===== config.mk =====
export PLATFORM = sky130hd
export DESIGN_NAME = process_data_sync_config
export DESIGN_NICKNAME = d
export VERILOG_FILES = /design/src/include/pdsc_pkg.sv /design/src/hdl/ro_object_table.sv /design/src/hdl/assign_slot_store.sv /design/src/hdl/process_data_sync_config.sv
export VERILOG_INCLUDE_DIRS = /design/src /design/src/include
export SDC_FILE = /design/constraint.sdc
export NUM_CORES = 2
export LEC_CHECK = 0
export BUFFER_PORTS_ARGS = -buffer_cell sky130_fd_sc_hd__buf_2
export CORE_ASPECT_RATIO = 0.7
export CORE_MARGIN = 1.5
export CORE_UTILIZATION = 45
export DETAILED_ROUTE_END_ITERATION = 16
export GPL_TIMING_DRIVEN = 1
export PLACE_DENSITY = 0.68
export SYNTH_ARGS = -nofsm -noshare
export SYNTH_HDL_FRONTEND = slang
export SYNTH_HIERARCHICAL = 1
export SYNTH_SLANG_ARGS = --single-unit
export TNS_END_PERCENT = 30

===== constraint.sdc =====
create_clock -name clk_i -period 54 [get_ports clk_i]
set_input_delay 2.7 -clock clk_i [delete_from_list [all_inputs] [get_ports clk_i]]
set_output_delay 2.7 -clock clk_i [all_outputs]
set_load 0.01 [all_outputs]

===== src/include/pdsc_params.svh =====
// Constants of the input process-data and sync configuration bank.
// Assumes nothing; included by the design modules only, not by the package.
`ifndef PDSC_PARAMS_SVH
`define PDSC_PARAMS_SVH

// Object indices
`define IDX_SAMPLE49    16'h1a71
`define IDX_SAMPLE50    16'h1a72
`define IDX_TIMESTAMP   16'h1a80
`define IDX_CYCLE_CNT   16'h1a81
`define IDX_SM_TYPES    16'h1c00
`define IDX_OUT_ASSIGN  16'h1c12
`define IDX_IN_ASSIGN   16'h1c13
`define IDX_IN_SYNC     16'h1c33

// Sync parameter subentries
`define SUB_COUNT       8'h00
`define SUB_SYNC_MODE   8'h01
`define SUB_CYCLE_TIME  8'h02
`define SUB_SHIFT_TIME  8'h03
`define SUB_MODES_SUPP  8'h04

// Reset values
`define RST_MAP_COUNT   8'h01
`define RST_SM_COUNT    8'h04
`define RST_OUT_COUNT   8'h00
`define RST_IN_COUNT    8'h02
`define RST_SYNC_COUNT  8'h20
`define RST_SYNC_MODE   16'h0022
`define RST_CYCLE_TIME  32'h000f4240
`define RST_SHIFT_TIME  32'h00000000
`define RST_MODES_SUPP  16'hc007
`define RST_SLOT1       16'h1a80
`define RST_SLOT2       16'h1a81
`define RST_SLOT_OTHER  16'h0000

// Mapping entries: object, subentry, bit length
`define MAP_SAMPLE49    32'h60113110
`define MAP_SAMPLE50    32'h60113210
`define MAP_TIMESTAMP   32'h60200140
`define MAP_CYCLE_CNT   32'h60210110

// Sync manager channel roles
`define SM_MBX_WRITE    8'h01
`define SM_MBX_READ     8'h02
`define SM_PD_OUTPUT    8'h03
`define SM_PD_INPUT     8'h04

// Sync mode codes
`define MODE_FREE_RUN   16'h0000
`define MODE_SM3        16'h0001
`define MODE_DC_SYNC0   16'h0002
`define MODE_DC_SYNC1   16'h0003
`define MODE_SM2        16'h0022

// Assignment list size
`define SLOT_COUNT      104
`define SLOT_MAX        8'h68

`endif


===== src/include/pdsc_pkg.sv =====
// Types shared by the configuration bank modules.
// Assumes nothing; uses none of the params header.
package pdsc_pkg;
  typedef enum logic [1:0] {
    ERR_NONE, ERR_NO_OBJECT, ERR_READ_ONLY, ERR_BAD_VALUE
  } err_t;

  typedef enum logic [1:0] {PD_IDLE, PD_FETCH, PD_EMIT} pd_state_t;

  typedef logic [15:0] slot_t;
endpackage : pdsc_pkg


===== src/hdl/ro_object_table.sv =====
// Constant table of the read-only objects and subentries.
// Assumes the caller only reads it; it holds no state.
`timescale 1ns/1ps
`include "pdsc_params.svh"
module ro_object_table
  import pdsc_pkg::*;
(
  input  wire logic [15:0] index_i,
  input  wire logic [7:0]  sub_i,
  output logic             hit_o,
  output logic [31:0]      data_o
);
  // Lookup of fixed mapping, channel role and sync capability values
  always_comb begin
    hit_o  = 1'b1;
    data_o = 32'h0000_0000;
    case ({index_i, sub_i})
      {`IDX_SAMPLE49, 8'h00}:   data_o = {24'h0, `RST_MAP_COUNT};
      {`IDX_SAMPLE49, 8'h01}:   data_o = `MAP_SAMPLE49; // RULE12
      {`IDX_SAMPLE50, 8'h00}:   data_o = {24'h0, `RST_MAP_COUNT};
      {`IDX_SAMPLE50, 8'h01}:   data_o = `MAP_SAMPLE50; // RULE12
      {`IDX_TIMESTAMP, 8'h00}:  data_o = {24'h0, `RST_MAP_COUNT};
      {`IDX_TIMESTAMP, 8'h01}:  data_o = `MAP_TIMESTAMP; // RULE10
      {`IDX_CYCLE_CNT, 8'h00}:  data_o = {24'h0, `RST_MAP_COUNT};
      {`IDX_CYCLE_CNT, 8'h01}:  data_o = `MAP_CYCLE_CNT; // RULE11
      {`IDX_SM_TYPES, 8'h00}:   data_o = {24'h0, `RST_SM_COUNT}; // RULE3
      {`IDX_SM_TYPES, 8'h01}:   data_o = {24'h0, `SM_MBX_WRITE}; // RULE2
      {`IDX_SM_TYPES, 8'h02}:   data_o = {24'h0, `SM_MBX_READ}; // RULE2
      {`IDX_SM_TYPES, 8'h03}:   data_o = {24'h0, `SM_PD_OUTPUT}; // RULE3
      {`IDX_SM_TYPES, 8'h04}:   data_o = {24'h0, `SM_PD_INPUT}; // RULE3
      {`IDX_IN_SYNC, `SUB_COUNT}:
        data_o = {24'h0, `RST_SYNC_COUNT};
      {`IDX_IN_SYNC, `SUB_SHIFT_TIME}:
        data_o = `RST_SHIFT_TIME; // RULE7
      // Bit 0 free run, bit 1 SM2 sync, bits 3:2 = 01 DC
      {`IDX_IN_SYNC, `SUB_MODES_SUPP}:
        data_o = {16'h0, `RST_MODES_SUPP}; // RULE8 RULE9 RULE14
      default:                  hit_o = 1'b0;
    endcase
  end
endmodule : ro_object_table


===== src/hdl/assign_slot_store.sv =====
// Storage of the 104 input assignment slots, one write port and
// two combinational read ports. Assumes one write per clock.
`timescale 1ns/1ps
`include "pdsc_params.svh"
module assign_slot_store
  import pdsc_pkg::*;
(
  input  wire logic       clk_i,
  input  wire logic       sys_rst_i,
  input  wire logic       we_i,
  input  wire logic [6:0] waddr_i,
  input  wire slot_t      wdata_i,
  input  wire logic [6:0] raddr_a_i,
  input  wire logic [6:0] raddr_b_i,
  output slot_t           rdata_a_o,
  output slot_t           rdata_b_o
);
  typedef struct packed {
    slot_t [`SLOT_COUNT-1:0] slot;
  } store_t;

  store_t s_r;
  store_t s_nxt;

  // Write decode; an out-of-range address changes nothing
  always_comb begin
    s_nxt = s_r;
    for (int i = 0; i < `SLOT_COUNT; i++) begin
      if (we_i && waddr_i == 7'(i)) begin
        s_nxt.slot[i] = wdata_i; // RULE5
      end
    end
  end

  // First two slots come up pointing at timestamp and counter
  always_ff @(posedge clk_i or posedge sys_rst_i) begin
    if (sys_rst_i) begin
      s_r         <= '0; // RULE4
      s_r.slot[0] <= `RST_SLOT1; // RULE4
      s_r.slot[1] <= `RST_SLOT2; // RULE4
    end else begin
      s_r <= s_nxt;
    end
  end

  // Reads beyond the last slot return zero
  assign rdata_a_o = (raddr_a_i < 7'(`SLOT_COUNT)) ?
                     s_r.slot[raddr_a_i] : 16'h0000;
  assign rdata_b_o = (raddr_b_i < 7'(`SLOT_COUNT)) ?
                     s_r.slot[raddr_b_i] : 16'h0000;
endmodule : assign_slot_store


===== src/hdl/process_data_sync_config.sv =====
// Input process-data and sync configuration object bank, with the
// walker that streams the assigned input objects each cycle.
// Assumes the mailbox front end presents one object access at a time,
// synchronous to clk_i, and the sample sources hold their values.
//
// Contract
// RULE1 - Sync mode 16 bit RW, default 34
// RULE2 - Channels 1, 2 report mailbox types 1, 2
// RULE3 - Channels 3, 4 process data; four channels
// RULE4 - Input list defaults: timestamp, counter, zeros
// RULE5 - 104 RW 16-bit input assignment slots
// RULE6 - Output assignment count RW, default zero
// RULE7 - Shift time RO 32 bit, zero
// RULE8 - Supported modes 0xC007; bit0 free run
// RULE9 - Bit 1: SM2 event sync supported
// RULE10 - Timestamp map: one 64-bit entry
// RULE11 - Counter map: one 16-bit entry
// RULE12 - Sample 49/50 maps: one 16-bit entry
// RULE13 - Cycle time RW 32 bit, 1000000 default
// RULE14 - Modes bits 3:2 = 01: DC supported
// RULE15 - Writes to read-only entries are refused
`timescale 1ns/1ps
`include "pdsc_params.svh"
module process_data_sync_config
  import pdsc_pkg::*;
(
  input  wire logic        clk_i,
  input  wire logic        sys_rst_i,
  // Object access port
  input  wire logic        req_i,
  input  wire logic        wr_i,
  input  wire logic [15:0] index_i,
  input  wire logic [7:0]  subindex_i,
  input  wire logic [31:0] wdata_i,
  output logic             ack_o,
  output logic [31:0]      rdata_o,
  output err_t             err_o,
  // Live input values
  input  wire logic [63:0] next_sync_timestamp_i,
  input  wire logic [15:0] cycle_counter_value_i,
  input  wire logic [15:0] sample49_i,
  input  wire logic [15:0] sample50_i,
  // Cyclic input image stream
  input  wire logic        pd_start_i,
  output logic             pd_valid_o,
  output logic [15:0]      pd_data_o,
  output logic             pd_last_o,
  output logic             pd_done_o,
  output logic             pd_busy_o,
  // Configuration seen by the sampling logic
  output logic [15:0]      sync_mode_o,
  output logic [31:0]      cycle_time_o,
  output logic             dc_active_o
);

  typedef struct packed {
    logic        ack;
    logic [31:0] rdata;
    err_t        err;
    logic [15:0] sync_mode;
    logic [31:0] cycle_time;
    logic [7:0]  out_cnt;
    logic [7:0]  in_cnt;
    logic        dc_active;
    pd_state_t   pd_state;
    logic [6:0]  slot_idx;
    logic [1:0]  word_idx;
    logic [1:0]  word_last;
    logic [63:0] hold;
    logic        pd_valid;
    logic [15:0] pd_data;
    logic        pd_last;
    logic        pd_done;
    logic        pd_busy;
  } state_t;

  state_t s_r;
  state_t s_nxt;

  // Slot store and constant table
  logic        slot_we;
  logic [6:0]  slot_waddr;
  logic [6:0]  slot_raddr;
  slot_t       slot_rd_bus;
  slot_t       slot_rd_walk;
  logic        ro_hit;
  logic [31:0] ro_data;

  // Slot subentries 1..104 map to store addresses 0..103
  logic        is_slot;
  logic [7:0]  sub_m1;

  assign sub_m1     = subindex_i - 8'h01;
  assign is_slot    = (index_i == `IDX_IN_ASSIGN) &&
                      (subindex_i != 8'h00) &&
                      (subindex_i <= `SLOT_MAX);
  assign slot_raddr = sub_m1[6:0];
  assign slot_waddr = sub_m1[6:0];

  assign_slot_store u_slots (
    .clk_i     (clk_i),
    .sys_rst_i (sys_rst_i),
    .we_i      (slot_we),
    .waddr_i   (slot_waddr),
    .wdata_i   (wdata_i[15:0]),
    .raddr_a_i (slot_raddr),
    .raddr_b_i (s_r.slot_idx),
    .rdata_a_o (slot_rd_bus),
    .rdata_b_o (slot_rd_walk)
  );

  ro_object_table u_ro (
    .index_i (index_i),
    .sub_i   (subindex_i),
    .hit_o   (ro_hit),
    .data_o  (ro_data)
  );

  // A sync mode write is taken only for a documented code
  function automatic logic mode_ok(input logic [15:0] m);
    mode_ok = (m == `MODE_FREE_RUN) || (m == `MODE_SM3) ||
              (m == `MODE_DC_SYNC0) || (m == `MODE_DC_SYNC1) ||
              (m == `MODE_SM2);
  endfunction : mode_ok

  // Object access decode and cyclic walker
  always_comb begin
    s_nxt          = s_r;
    s_nxt.ack      = 1'b0;
    s_nxt.pd_valid = 1'b0;
    s_nxt.pd_last  = 1'b0;
    s_nxt.pd_done  = 1'b0;
    slot_we        = 1'b0;

    // Each request is answered one cycle later
    if (req_i) begin
      s_nxt.ack   = 1'b1;
      s_nxt.err   = ERR_NONE;
      s_nxt.rdata = 32'h0000_0000;
      if (ro_hit) begin
        if (wr_i) begin
          s_nxt.err = ERR_READ_ONLY; // RULE15
        end else begin
          s_nxt.rdata = ro_data;
        end
      end else if (is_slot) begin
        if (wr_i) begin
          slot_we = 1'b1; // RULE5
        end else begin
          s_nxt.rdata = {16'h0000, slot_rd_bus}; // RULE5
        end
      end else begin
        case ({index_i, subindex_i})
          {`IDX_OUT_ASSIGN, `SUB_COUNT}: begin
            // No output mapping exists, so only zero is legal
            if (!wr_i) begin
              s_nxt.rdata = {24'h0, s_r.out_cnt}; // RULE6
            end else if (wdata_i == 32'h0) begin
              s_nxt.out_cnt = wdata_i[7:0]; // RULE6
            end else begin
              s_nxt.err = ERR_BAD_VALUE;
            end
          end
          {`IDX_IN_ASSIGN, `SUB_COUNT}: begin
            if (!wr_i) begin
              s_nxt.rdata = {24'h0, s_r.in_cnt};
            end else if (wdata_i <= {24'h0, `SLOT_MAX}) begin
              s_nxt.in_cnt = wdata_i[7:0]; // RULE5
            end else begin
              s_nxt.err = ERR_BAD_VALUE;
            end
          end
          {`IDX_IN_SYNC, `SUB_SYNC_MODE}: begin
            if (!wr_i) begin
              s_nxt.rdata = {16'h0, s_r.sync_mode}; // RULE1
            end else if (wdata_i[31:16] == 16'h0 &&
                         mode_ok(wdata_i[15:0])) begin
              s_nxt.sync_mode = wdata_i[15:0]; // RULE1
            end else begin
              s_nxt.err = ERR_BAD_VALUE;
            end
          end
          {`IDX_IN_SYNC, `SUB_CYCLE_TIME}: begin
            if (wr_i) begin
              s_nxt.cycle_time = wdata_i; // RULE13
            end else begin
              s_nxt.rdata = s_r.cycle_time; // RULE13
            end
          end
          default: begin
            s_nxt.err = ERR_NO_OBJECT;
          end
        endcase
      end
    end

    // Shift time applies only while a DC mode is selected
    s_nxt.dc_active = (s_nxt.sync_mode == `MODE_DC_SYNC0) ||
                      (s_nxt.sync_mode == `MODE_DC_SYNC1); // RULE7

    // Walk the assigned slots and stream each object's words
    case (s_r.pd_state)
      PD_IDLE: begin
        // A start while busy is ignored; an empty list ends at once
        if (pd_start_i) begin
          s_nxt.slot_idx = 7'h00;
          if (s_r.in_cnt == 8'h00) begin
            s_nxt.pd_done = 1'b1;
          end else begin
            s_nxt.pd_state = PD_FETCH;
          end
        end
      end
      PD_FETCH: begin
        // Values are captured here so a multi-word item stays coherent
        s_nxt.word_idx = 2'd0;
        s_nxt.pd_state = PD_EMIT;
        case (slot_rd_walk)
          `IDX_TIMESTAMP: begin
            s_nxt.hold      = next_sync_timestamp_i; // RULE10
            s_nxt.word_last = 2'd3;
          end
          `IDX_CYCLE_CNT: begin
            s_nxt.hold      = {48'h0, cycle_counter_value_i}; // RULE11
            s_nxt.word_last = 2'd0;
          end
          `IDX_SAMPLE49: begin
            s_nxt.hold      = {48'h0, sample49_i}; // RULE12
            s_nxt.word_last = 2'd0;
          end
          `IDX_SAMPLE50: begin
            s_nxt.hold      = {48'h0, sample50_i}; // RULE12
            s_nxt.word_last = 2'd0;
          end
          default: begin
            // Unknown or empty slot contributes nothing
            s_nxt.pd_state = PD_FETCH;
            if ({1'b0, s_r.slot_idx} + 8'h01 >= s_r.in_cnt) begin
              s_nxt.pd_state = PD_IDLE;
              s_nxt.pd_done  = 1'b1;
            end else begin
              s_nxt.slot_idx = s_r.slot_idx + 7'h01;
            end
          end
        endcase
      end
      PD_EMIT: begin
        // Low word first
        s_nxt.pd_valid = 1'b1;
        s_nxt.pd_data  = s_r.hold[{s_r.word_idx, 4'h0} +: 16];
        if (s_r.word_idx == s_r.word_last) begin
          s_nxt.pd_last = 1'b1;
          if ({1'b0, s_r.slot_idx} + 8'h01 >= s_r.in_cnt) begin
            s_nxt.pd_state = PD_IDLE;
            s_nxt.pd_done  = 1'b1;
          end else begin
            s_nxt.slot_idx = s_r.slot_idx + 7'h01;
            s_nxt.pd_state = PD_FETCH;
          end
        end else begin
          s_nxt.word_idx = s_r.word_idx + 2'd1;
        end
      end
      default: begin
        s_nxt.pd_state = PD_IDLE;
      end
    endcase

    // Busy is kept in a flip-flop of its own so the port has no logic
    // behind the register; it follows the next walker state exactly
    s_nxt.pd_busy = (s_nxt.pd_state != PD_IDLE);
  end

  // State register; defaults match the delivered configuration
  always_ff @(posedge clk_i or posedge sys_rst_i) begin
    if (sys_rst_i) begin
      s_r            <= '0;
      s_r.err        <= ERR_NONE;
      s_r.sync_mode  <= `RST_SYNC_MODE; // RULE1
      s_r.cycle_time <= `RST_CYCLE_TIME; // RULE13
      s_r.out_cnt    <= `RST_OUT_COUNT; // RULE6
      s_r.in_cnt     <= `RST_IN_COUNT; // RULE4
      s_r.pd_state   <= PD_IDLE;
    end else begin
      s_r <= s_nxt;
    end
  end

  // Outputs straight from the state register
  assign ack_o        = s_r.ack;
  assign rdata_o      = s_r.rdata;
  assign err_o        = s_r.err;
  assign pd_valid_o   = s_r.pd_valid;
  assign pd_data_o    = s_r.pd_data;
  assign pd_last_o    = s_r.pd_last;
  assign pd_done_o    = s_r.pd_done;
  assign pd_busy_o    = s_r.pd_busy;
  assign sync_mode_o  = s_r.sync_mode;
  assign cycle_time_o = s_r.cycle_time;
  assign dc_active_o  = s_r.dc_active;

endmodule : process_data_sync_config


==> reports/metrics.cfg <==
[run_status]
status = complete, but fails checks
violations = max-capacitance violations, max-slew violations

[worst_setup_path]
worstPathRequired_ps = 54790
cp-start-kind = register
r2r-start = s_r[88]
reg2reg_setup_slack_ps = 45620
max_stage_delay_ps = 1240
path_common_cell = buf_4
r2r_cells = 13
worstPathCellList = buf_4, buf_4, buf_4, mux4_2, mux4_2, o21ai_0, o211ai_1, or4b_1, o22ai_1, o211ai_1, buf_4, nor2b_4, a22o_1
worstSetupEndpointType = register
crit_arrival_ps = 9160
rr_endpoint = s_r[69]
path_class = reg2reg
critPathMaxFanout = 49
crit_slowest_cell = o21ai_0

[sta]
drv_slew = 4
tightest_slew_ps = 1620
layout_min_cycle_time_ps = 8380
setup_viol = 0
finClkSkew_ps = 52.1
hold_violations = 0
rsz0062_at_grt = no
max_slew_margin_pct = -8.90
fin_ws_ps = 45620
fmax_ghz = 0.119
final.setup.tns_ps = 0
finalCritPeriodShare_pct = 15.5

[logic_synthesis]
synth.top_cells.by_count = dfrtp_1, mux2_2, mux4_2, mux2i_1, clkbuf_1
yosysMostFrequentCell = dfrtp_1
ys_ff_latch = 1860
synth_top_cell_area_share_pct = 45.7
ys.flop_type = dfrtp_1
yosys.area.top_type = dfrtp_1
syn_inst = 6950
syn_area_um2 = 101000
yosysSeqAreaShare_pct = 46.2
synth_edf_count = 0
synth_area_leaders = dfrtp_1, mux2_2, mux4_2
async_flop_share_pct = 100
yosysWarnings = 6
syn-mean-instance-area_um2 = 14.5
yosysUniqueCellTypes = 96

[route]
ant_nets = 0
vias = 69000
post-route-drc-count = 0
firstDrtPassIters = 9
wirelength_mm = 354
wl_per_cell_um = 35.5
drt-vias-per-instance = 6.92
drt_iter0_drc = 9881

[placed_design]
dpl_worst_slack_ps = 45570
gp_congestion = 0.994
dp_hpwl_mm = 231
port-buffer-count = 276

[cts]
clk_latency_ps = 860
postCtsHoldBufs = 0
htree_levels = 4
cts_setup_buffers = 0
cts-root-buf = clkbuf_16
clock_path_buffers = 4
cts_tree = yes
postCtsResizedCells = 0
cts.sinks = 1860
cts_buffers = 184
clk_pin_slew_worst_paths_ps = 60

[finish]
drive_gt1_share_pct = 49.8
fin_util_pct = 49.3
num-nets-final = 7075
multiInputGateArea_um2 = 50300
seq_area_um2 = 46600
fillers = 18700
area_growth_pct = 9.02

[power_and_ir_drop]
leakage_nw = 49.7
total_power_w = 0.00288
ir_drop_mv = 0.0267
p_per_area_nw_per_um2 = 26.2

[global_route]
grt_max_degree = 196
grt_antenna_before_repair = 25
grt_pass1_vias = 67800
track_usage_pct = 30.8
grt_pass1_wl_mm = 506
grt_overflow_total = 0

[hold_path]
worstHoldStart = s_r[112]
hold_depth = 1
holdPathEnd = s_r[112]
worstHoldPathType = reg2reg

[die]
rows = 145
die_w_um = 569
dieHeight_um = 399
core_um2 = 223000
die-area_um2 = 227000
pin_count = 277
initial_core_util_pct = 45.2

[flow_run]
cap_violations = 4

## cell usage in the layout (no fill, tap or decap), drive strengths merged, types with 14 or more instances in the layout
cell type  instances
nor4              22
a2111oi           15
dfstp             19
nor3              33
nand3             59
ha                17
and2              36
nand4             14
o21ai             77
a222oi            16
nand2b            20
diode             14
a211oi            20
mux2            1765
conb              15
a22o              56
inv               36
buf              504
mux2i            336
clkinv            35
and3              14
a21oi            147
dfrtp           1841
nand2            193
a221oi            17
o211ai            23
nor2b             30
a22oi            151
o22ai             38
nor2             174
mux4             800
a31oi             34
clkbuf           276
## critical path, delay by kind of cell (launching register included)
kind	cells	cell delay (ps)
and+or+nand+nor	2	1520
buffers and inverters	4	2450
DFF	1	820
AOI/OAI and AO/OA	5	2330
muxes	2	1070
## kinds of logic (layout without fill, tap and decap cells)
| group | count (synthesis) | after routing | share of synthesized area (%) |
|---|---|---|---|
| other cells | 1 | 29 | 0.00372 |
| fa+ha+maj | 18 | 18 | 0.221 |
| xor+xnor | 11 | 11 | 0.0955 |
| mux | 2901 | 2901 | 41.1 |
| compound gates | 680 | 680 | 4.66 |
| buf+inv | 807 | 863 | 4.39 |
| simple gates | 672 | 672 | 3.42 |
| flops | 1860 | 1860 | 46.2 |
## state kept, by name, summed over array words and instances, names as in the netlist
register      count
rdata_o          32
pd_busy_o         1
u_slots/s_r    1664
s_r              92
ack_o             1
pd_last_o         1
pd_data_o        16
sync_mode_o      16
dc_active_o       1
cycle_time_o     32
err_o             2
pd_valid_o        1
pd_done_o         1
## where the power goes
group / switching, W / internal (W) / leakage (nW)
Clock: 0.000569 / 0.000732 / 2.92
Combinational: 0.000145 / 0.0000403 / 20.9
Sequential: 0.000000791 / 0.00139 / 25.9
## layer usage
layer  global-route usage (%)  wire [um]
met5                     1.28        550
met4                     10.3      13500
met3                     14.2      53000
met2                     41.7     146000
met1                     43.1     141000
## final cells by class
| class | instances | share of cell area, % |
|---|---|---|
| clock inverter | 46 | 0.407 |
| clock buffer | 275 | 4.98 |
| inverter | 37 | 0.157 |
| sequential | 1860 | 42.4 |
| antenna | 14 | 0.0319 |
| tap | 2940 | 3.34 |
| multi-input combinational | 4297 | 45.7 |
| timing repair buffer | 505 | 2.98 |
## per-stage QoR
| step | cells | cell area, um^2 | hold WS (ps) |
|---|---|---|---|
| floorplan | 6964 | 101000 | 453 |
| global placement | 9637 | 104000 | 469 |
| detailed placement | 9638 | 104000 | 470 |
| CTS | 9959 | 110000 | 490 |
| global route | 9960 | 110000 | 507 |
| finish | 9974 | 110000 | 494 |
## worst max-delay path by stage
stage	endpoint	slack, ps	depth (start not counted)	startpoint
after global routing	s_r[79]	45410	15	s_r[88]
after floorplan	u_slots/s_r[0]	4350	1	sys_rst_i
after CTS	s_r[66]	45880	15	s_r[88]
after global placement	rdata_o[5]	45600	13	subindex_i[0]
final	s_r[69]	45620	13	s_r[88]
after detailed placement	rdata_o[14]	45570	15	subindex_i[0]
(Power assumes the default switching activity.)
